===== config.mk =====
export PLATFORM = sky130hd
export DESIGN_NAME = tsb_sensor
export DESIGN_NICKNAME = d
export VERILOG_FILES = /design/src/verilog/tsb_fault_count.v /design/src/verilog/tsb_sensor.v
export VERILOG_INCLUDE_DIRS = /design/src /design/src/verilog
export SDC_FILE = /design/constraint.sdc
export NUM_CORES = 1
export LEC_CHECK = 0
export BUFFER_PORTS_ARGS = -buffer_cell sky130_fd_sc_hd__buf_2
export CORE_UTILIZATION = 30
export DETAILED_ROUTE_END_ITERATION = 10
export HOLD_SLACK_MARGIN = 0.05
export PLACE_DENSITY_LB_ADDON = 0.08
export REMOVE_ABC_BUFFERS = 1
export SLEW_MARGIN = 25
export SYNTH_ARGS = -nofsm -noshare
export SYNTH_HDL_FRONTEND = slang
export SYNTH_SLANG_ARGS = --single-unit

===== constraint.sdc =====
create_clock -name clk -period 2.45 [get_ports clk]
set_input_delay 0.245 -clock clk [delete_from_list [all_inputs] [get_ports clk]]
set_output_delay 0.245 -clock clk [all_outputs]
set_load 0.01 [all_outputs]

===== src/verilog/tsb_map.vh =====
// Constants for the temperature sensor bus and conversion scheduler
// Operation
// - SDA low beyond timeout window: abandon transfer, release SDA, await start
// - Timeout exists only on the variant that offers it
// - Result reads always show the last completed conversion
// - Bus access aborts conversion; fresh conversion starts after access ends
// - Accesses closer than one conversion time leave the result unchanged
// - Selectable count, up to six, of over-limit conversions before alarm
// - Limit registers load their defaults at power-up
// - Temperatures are 9-bit two's complement, LSB half a degree
// - Timeout detection is off in shutdown mode
// - Conversion takes about 100 ms, never more than 300 ms
`ifndef TSB_MAP_VH
`define TSB_MAP_VH

// ----------------------------------------------------------------
// Clock and timing
// ----------------------------------------------------------------
`define TSB_CLK_KHZ        20000
`define TSB_CONV_TYP_MS    100
`define TSB_CONV_MAX_MS    300
`define TSB_TIMEOUT_MIN_MS 75
`define TSB_TIMEOUT_MAX_MS 325
// 100 ms and 75 ms at 20 MHz, sized to the 23-bit counters
`define TSB_CONV_CYC       23'h1E8480
`define TSB_TIMEOUT_CYC    23'h16E360
`define TSB_CNT_W          23

// ----------------------------------------------------------------
// Data format and defaults
// ----------------------------------------------------------------
`define TSB_TEMP_W         9
`define TSB_OS_DEFAULT     9'h0A0
`define TSB_HYST_DEFAULT   9'h096
`define TSB_FAULT_MAX      3'h6
`define TSB_FAULT_W        3

`endif


===== src/verilog/tsb_fault_count.v =====
// Consecutive over-limit counter driving the overtemperature state
`include "tsb_map.vh"

module tsb_fault_count
#(
  parameter TW = `TSB_TEMP_W,
  parameter FW = `TSB_FAULT_W
)
(
  input  wire          clk,
  input  wire          rst,
  input  wire          sample_vld,
  input  wire [TW-1:0] sample,
  input  wire [TW-1:0] os_limit,
  input  wire [TW-1:0] hyst_limit,
  input  wire [FW-1:0] fault_sel,
  output reg           alarm_ff
);

  reg  [FW-1:0] cnt_ff;
  reg  [FW-1:0] nxt_cnt;
  reg           nxt_alarm;
  reg  [FW-1:0] need;
  wire          over;
  wire          under;

  // Signed compare on half-degree words
  assign over  = $signed(sample) > $signed(os_limit);
  assign under = $signed(sample) < $signed(hyst_limit);

  always @*
  begin
    nxt_cnt   = cnt_ff;
    nxt_alarm = alarm_ff;
    need      = fault_sel;
    if (fault_sel == {FW{1'b0}})
      need = {{(FW-1){1'b0}}, 1'b1};
    else if (fault_sel > `TSB_FAULT_MAX)
      need = `TSB_FAULT_MAX;
    if (sample_vld)
    begin
      if ((!alarm_ff && over) || (alarm_ff && under))
      begin
        nxt_cnt = cnt_ff + {{(FW-1){1'b0}}, 1'b1};
        if (nxt_cnt >= need)
        begin
          nxt_alarm = ~alarm_ff;
          nxt_cnt   = {FW{1'b0}};
        end
      end
      else
        nxt_cnt = {FW{1'b0}};
    end
  end

  always @(posedge clk)
  begin
    if (rst)
    begin
      cnt_ff   <= {FW{1'b0}};
      alarm_ff <= 1'b0;
    end
    else
    begin
      cnt_ff   <= nxt_cnt;
      alarm_ff <= nxt_alarm;
    end
  end

endmodule


===== src/verilog/tsb_sensor.v =====
// Bus watchdog, conversion scheduler and limit store of the sensor
`include "tsb_map.vh"

module tsb_sensor
#(
  parameter            HAS_TIMEOUT = 1,
  parameter            CNT_W       = `TSB_CNT_W,
  parameter [CNT_W-1:0] CONV_CYC   = `TSB_CONV_CYC,
  parameter [CNT_W-1:0] TIMEOUT_CYC = `TSB_TIMEOUT_CYC,
  parameter            TW          = `TSB_TEMP_W,
  parameter            FW          = `TSB_FAULT_W
)
(
  input  wire          clk,
  input  wire          rst,
  input  wire          scl_in,
  input  wire          sda_in,
  output reg           sda_out_ff,
  output reg           sda_oe_n_ff,
  input  wire          sda_pull_req,
  input  wire          shutdown,
  input  wire [TW-1:0] adc_sample,
  input  wire          os_limit_wr,
  input  wire          hyst_limit_wr,
  input  wire [TW-1:0] limit_wdata,
  input  wire [FW-1:0] fault_sel,
  output reg  [TW-1:0] temp_result_ff,
  output reg  [TW-1:0] overtemp_limit_ff,
  output reg  [TW-1:0] hysteresis_limit_ff,
  output reg           bus_active_ff,
  output reg           conv_busy_ff,
  output reg           conv_done_ff,
  output reg           timeout_hit_ff,
  output reg           os_out_ff,
  output reg           os_oe_n_ff
);

  // ----------------------------------------------------------------
  // Pin synchronisers
  // ----------------------------------------------------------------
  localparam [1:0] ST_IDLE = 2'h0;
  localparam [1:0] ST_XFER = 2'h1;
  localparam [1:0] ST_LOCK = 2'h2;

  reg  [2:0]       scl_sync_ff;
  reg  [2:0]       sda_sync_ff;
  reg              scl_f_ff;
  reg              sda_f_ff;
  reg              nxt_scl_f;
  reg              nxt_sda_f;
  reg  [1:0]       state_ff;
  reg  [1:0]       nxt_state;
  reg  [CNT_W-1:0] to_cnt_ff;
  reg  [CNT_W-1:0] nxt_to_cnt;
  reg  [CNT_W-1:0] conv_cnt_ff;
  reg  [CNT_W-1:0] nxt_conv_cnt;
  reg              nxt_conv_busy;
  reg              nxt_conv_done;
  reg              nxt_timeout;
  wire             start_cond;
  wire             stop_cond;
  wire             to_enable;
  wire             alarm;

  // A level counts once the second and third stages agree
  always @*
  begin
    nxt_scl_f = scl_f_ff;
    nxt_sda_f = sda_f_ff;
    if (scl_sync_ff[1] == scl_sync_ff[2])
      nxt_scl_f = scl_sync_ff[2];
    if (sda_sync_ff[1] == sda_sync_ff[2])
      nxt_sda_f = sda_sync_ff[2];
  end

  always @(posedge clk)
  begin
    if (rst)
    begin
      scl_sync_ff <= 3'h7;
      sda_sync_ff <= 3'h7;
      scl_f_ff    <= 1'b1;
      sda_f_ff    <= 1'b1;
    end
    else
    begin
      scl_sync_ff <= {scl_sync_ff[1:0], scl_in};
      sda_sync_ff <= {sda_sync_ff[1:0], sda_in};
      scl_f_ff    <= nxt_scl_f;
      sda_f_ff    <= nxt_sda_f;
    end
  end

  assign start_cond = scl_f_ff && nxt_scl_f && sda_f_ff && !nxt_sda_f;
  assign stop_cond  = scl_f_ff && nxt_scl_f && !sda_f_ff && nxt_sda_f;

  // ----------------------------------------------------------------
  // Bus-stuck watchdog
  // ----------------------------------------------------------------
  // Only the timeout variant with the device awake watches SDA
  assign to_enable = (HAS_TIMEOUT != 0) && !shutdown;

  always @*
  begin
    nxt_to_cnt  = {CNT_W{1'b0}};
    nxt_timeout = 1'b0;
    if (to_enable && !sda_f_ff)
    begin
      if (to_cnt_ff >= TIMEOUT_CYC - {{(CNT_W-1){1'b0}}, 1'b1})
      begin
        nxt_timeout = (to_cnt_ff == TIMEOUT_CYC -
                       {{(CNT_W-1){1'b0}}, 1'b1});
        // Park past the end so one low episode fires only once
        nxt_to_cnt  = TIMEOUT_CYC;
      end
      else
        nxt_to_cnt = to_cnt_ff + {{(CNT_W-1){1'b0}}, 1'b1};
    end
  end

  // ----------------------------------------------------------------
  // Serial interface state
  // ----------------------------------------------------------------
  always @*
  begin
    nxt_state = state_ff;
    case (state_ff)
      ST_IDLE:
        if (start_cond)
          nxt_state = ST_XFER;
      ST_XFER:
        if (nxt_timeout)
          nxt_state = ST_LOCK;
        else if (stop_cond)
          nxt_state = ST_IDLE;
      ST_LOCK:
        if (start_cond)
          nxt_state = ST_XFER;
      default:
        nxt_state = ST_IDLE;
    endcase
  end

  always @(posedge clk)
  begin
    if (rst)
    begin
      state_ff       <= ST_IDLE;
      to_cnt_ff      <= {CNT_W{1'b0}};
      timeout_hit_ff <= 1'b0;
      bus_active_ff  <= 1'b0;
      sda_out_ff     <= 1'b0;
      sda_oe_n_ff    <= 1'b1;
    end
    else
    begin
      state_ff       <= nxt_state;
      to_cnt_ff      <= nxt_to_cnt;
      timeout_hit_ff <= nxt_timeout;
      bus_active_ff  <= (nxt_state == ST_XFER);
      sda_out_ff     <= 1'b0;
      // SDA is released whenever no transfer is running
      sda_oe_n_ff    <= !(sda_pull_req && nxt_state == ST_XFER);
    end
  end

  // ----------------------------------------------------------------
  // Conversion scheduler
  // ----------------------------------------------------------------
  always @*
  begin
    nxt_conv_cnt  = {CNT_W{1'b0}};
    nxt_conv_busy = 1'b0;
    nxt_conv_done = 1'b0;
    // Any access aborts and holds off conversion until it ends
    if (!shutdown && nxt_state != ST_XFER)
    begin
      nxt_conv_busy = 1'b1;
      if (conv_cnt_ff == CONV_CYC - {{(CNT_W-1){1'b0}}, 1'b1})
        nxt_conv_done = 1'b1;
      else
        nxt_conv_cnt = conv_cnt_ff + {{(CNT_W-1){1'b0}}, 1'b1};
    end
  end

  always @(posedge clk)
  begin
    if (rst)
    begin
      conv_cnt_ff    <= {CNT_W{1'b0}};
      conv_busy_ff   <= 1'b0;
      conv_done_ff   <= 1'b0;
      temp_result_ff <= {TW{1'b0}};
    end
    else
    begin
      conv_cnt_ff  <= nxt_conv_cnt;
      conv_busy_ff <= nxt_conv_busy;
      conv_done_ff <= nxt_conv_done;
      // Result only moves on a finished conversion
      if (nxt_conv_done)
        temp_result_ff <= adc_sample;
    end
  end

  // ----------------------------------------------------------------
  // Limits and overtemperature output
  // ----------------------------------------------------------------
  always @(posedge clk)
  begin
    if (rst)
    begin
      overtemp_limit_ff   <= `TSB_OS_DEFAULT;
      hysteresis_limit_ff <= `TSB_HYST_DEFAULT;
      os_out_ff           <= 1'b0;
      os_oe_n_ff          <= 1'b1;
    end
    else
    begin
      if (os_limit_wr)
        overtemp_limit_ff <= limit_wdata;
      if (hyst_limit_wr)
        hysteresis_limit_ff <= limit_wdata;
      os_out_ff  <= 1'b0;
      os_oe_n_ff <= !alarm;
    end
  end

  tsb_fault_count
  #(
    .TW (TW),
    .FW (FW)
  )
  u_fault
  (
    .clk        (clk),
    .rst        (rst),
    .sample_vld (nxt_conv_done),
    .sample     (adc_sample),
    .os_limit   (overtemp_limit_ff),
    .hyst_limit (hysteresis_limit_ff),
    .fault_sel  (fault_sel),
    .alarm_ff   (alarm)
  );

endmodule

==> summary.md <==
| Metric | Value |
|---|---|
| H-tree depth | 3 |
| Crit path DAT | 2.58 ns |
| Synth-to-Final Area Change | 21.9% |
| WL/cell | 13.3 um |
| Input/output buffers | 61 |
| Peak VDD IR | 0.000305 V |
| Starting DRT DRC Count | 164 |
| Multi-input gate area | roughly 0.0022 sq mm |
| Max-cap violations | 0 |
| Final antenna-violating net count | 0 |
| Psw | between 0.7 and 0.8 mW |
| CP Capture Type | register |
| Power Dens Cells | 601 mW/mm^2 |
| Diode count | 0 |
| Flop pwr share | just over 50% |
| Pre-Repair DR Iteration Count | 4 |
| Clk pwr share | between 40% and 50% |
| First-pass GRT wire length | 16000 um |
| Outcome | finished clean |
| Placed Instances | roughly 710 |
| Fill cell count | approximately 1.4k |
| Layout cells sized above 1 | 20.2% |
| CTS Buf Count | 9 |
| Final wirelength | between 9000 and 10000 um |
| Dpl ws | -0.0141 ns |
| Register area | 0.00187 sq mm |
| HP Class | input port to register |
| Critical path fanouts, max | 4 |
| DIE AREA | roughly 0.014 sq mm |
| DP HPWL | 7310 um |
| Post-Syn Instances | around 470 |
| I/O Pins | 64 |
| Total negative slack | 0 ns |
| CP required | 2.72 ns |
| Number of remaining DRC errors | 0 |
| Combinational group share of total power | between 7 and 8% |
| Startpoint types | register |
| RSZ-0062 raised after global routing | false |
| Final worst-path cycle share | 94.3% |
| Total GRT Usage | 14.3% |
| Hold Vio Cnt, Final | 0 |
| Slew Limit Fails | 0 |
| Post-route total power | 3.08 mW |
| Clk sink count | 93 |
| Final Wtd Congestion | 0.802 |
| Rows | 42 |
| Final core utilization | between 30% and 40% |
| Setup violators final | 0 |
| Clock Pin Slew Worst Setup and Hold Paths | 0.06 ns |
| Synth Register Bits | a little over 90 |
| Commonest non-fill, non-tap cells in the layout | dfxtp_1, nor2_1, buf_2 |
| Number of global-route vias before repair | approximately 3.3k |
| Synth Area per Inst | 8.93 sq um |
| Worst-Skew Late Latency | 0.34 ns |
| Starting Density | between 30% and 40% |
| Setup WS post-layout | about 0.14 ns |
| Fin nets | roughly 600 |
| CTS Buffer Depth | 2 |
| P_int | ~2.4 mW |
| Yosys cell types | 45 |
| Global route overflow | 0 |
| Switching portion of total power | about a quarter |
| Ys Warns | 0 |
| DIE WIDTH | 120 um |
| Leak | 2.21 nW |
| Vias | between 3k and 4k |
| Initial antenna violation count | 0 |
| Final std cells w/o fill | 730 |
| Minimum clock period | 2.31 ns |
| Asr flop ratio synth | 0% |
| Root buffer cell | clkbuf_16 |
| EDFF count, synth | 0 |
| Largest net degree at the start of global routing | 22 |
| Die height | 120 um |
| CTS tree | yes |
| Core area | 0.0135 sq mm |
| Seq/Total Area, Yosys | 44.3% |
| Syn Std Cell Area | 0.00420 sq mm |
| Clock skew | 0.00445 ns |
| Kind of critical path | register to register |
| Maximum clock frequency | 433 MHz |
| Most common cell after layout, fill and taps aside | dfxtp_1 |
| Drt via density | approximately 4.7 |
| Synth Flop Type | dfxtp_1 |
==> flip-flops by register name, summed over array words and instances, names as in the netlist <==
name and cells:
timeout_hit_ff 1, scl_f_ff 1, overtemp_limit_ff 9, sda_f_ff 1, hysteresis_limit_ff 9, conv_done_ff 1, scl_sync_ff 3, os_oe_n_ff 1
bus_active_ff 1, state_ff 2, sda_oe_n_ff 1, conv_busy_ff 1, u_fault.cnt_ff 3, sda_sync_ff 3, to_cnt_ff 23, u_fault.alarm_ff 1
conv_cnt_ff 23, temp_result_ff 9
==> logic make-up (layout without fill, tap and decap cells) <==
kind of cell,after synthesis,after routing,share of synthesized area [%]
adder cells (fa/ha/maj),24,24,7.08
flip-flops,93,93,44.3
buffers and inverters,43,123,4.05
AO/OA/AOI/OAI,52,52,8.18
AND/OR/NAND/NOR,197,197,22.9
multiplexers,22,22,5.24
XOR/XNOR,39,39,8.13
other,1,4,0.0892
==> what timing repair did <==
| action | CTS | global route |
|---|---|---|
| setup endpoints to repair | 1 | 24 |
| pin swaps | 0 | 5 |
| hold buffers | 1 | 0 |
| resized for setup | 1 | 7 |
| buffers inserted | 0 | 3 |
| endpoints found under the hold margin | 1 | 0 |
==> layout make-up <==
| class | instances | area share (%) |
|---|---|---|
| timing repair buffer | 80 | 8.79 |
| inverter | 28 | 2.05 |
| tap | 176 | 4.30 |
| clock buffer | 11 | 4.74 |
| multi-input combinational | 338 | 43.2 |
| clock inverter | 4 | 0.464 |
| sequential | 93 | 36.4 |
==> Yosys cell counts, types with 5 or more instances <==
cell type	count	share of area (%)
dfxtp_1	93	44
nor2_1	74	6.6
nand2_1	36	3.2
inv_1	26	2.3
xor2_1	25	5.2
ha_1	23	6.8
mux2i_1	22	5.2
a21oi_1	19	2.3
nand3_1	15	1.8
nor3_1	14	1.7
xnor2_1	14	2.9
clkbuf_1	12	1.1
nand4_1	12	1.8
o21ai_0	9	1.1
and3_1	8	1.2
o211ai_1	7	1.2
or2_2	7	1.0
a21o_1	5	0.89
and4_1	5	1.0
nor4_1	5	0.74
==> metal layers <==
layer | GRT usage (%) | vias up | wire [um]
met3 | 3.68 | 12 | 502
met5 | 0 | - | 0
met2 | 23.1 | 69 | 4580
li1 | - | 1777 | -
met1 | 17.7 | 1574 | 4440
met4 | 6.64 | 0 | 188
==> worst max-delay path: stages (launching register included) <==
cell and delay (ns):
dfxtp_1 0.37, inv_1 0.06, ha_1 0.32, nor4b_1 0.16, a21oi_1 0.11, nor2_1 0.05, or4_4 0.56, or4_1 0.48
a21oi_1 0.14
==> power by group through the flow <==
| stage | combinational [mW] | sequential [mW] | clock, mW |
|---|---|---|---|
| 6_report | 0.237 | 1.56 | 1.29 |
| 5_1_grt | 0.269 | 1.56 | 1.40 |
| 4_1_cts | 0.236 | 1.56 | 1.34 |
| 3_5_place_dp | 0.232 | 1.59 | 0 |
| 3_3_place_gp | 0.233 | 1.59 | 0 |
| 2_1_floorplan | 0.111 | 1.60 | 0 |
==> final timing paths <==
kind / from / to / slack (ns) / cells after the start
setup / recovery: overtemp_limit_ff[8] / u_fault.cnt_ff[1] / 0.14 / 8
hold / removal: scl_in / scl_sync_ff[0] / 0.08 / 2
setup reg to reg: overtemp_limit_ff[8] / u_fault.cnt_ff[1] / 0.14 / 8
hold reg to reg: sda_sync_ff[0] / sda_sync_ff[1] / 0.41 / 1
==> metrics by stage <==
| step | hold slack [ns] | cell area (sq um) |
|---|---|---|
| floorplan | 0.307 | 4150 |
| global placement | 0.401 | 4790 |
| detailed placement | 0.400 | 4790 |
| CTS | 0.0677 | 5070 |
| global route | 0.0759 | 5120 |
| finish | 0.0791 | 5120 |
No activity file was read; power rests on OpenSTA's default activity.
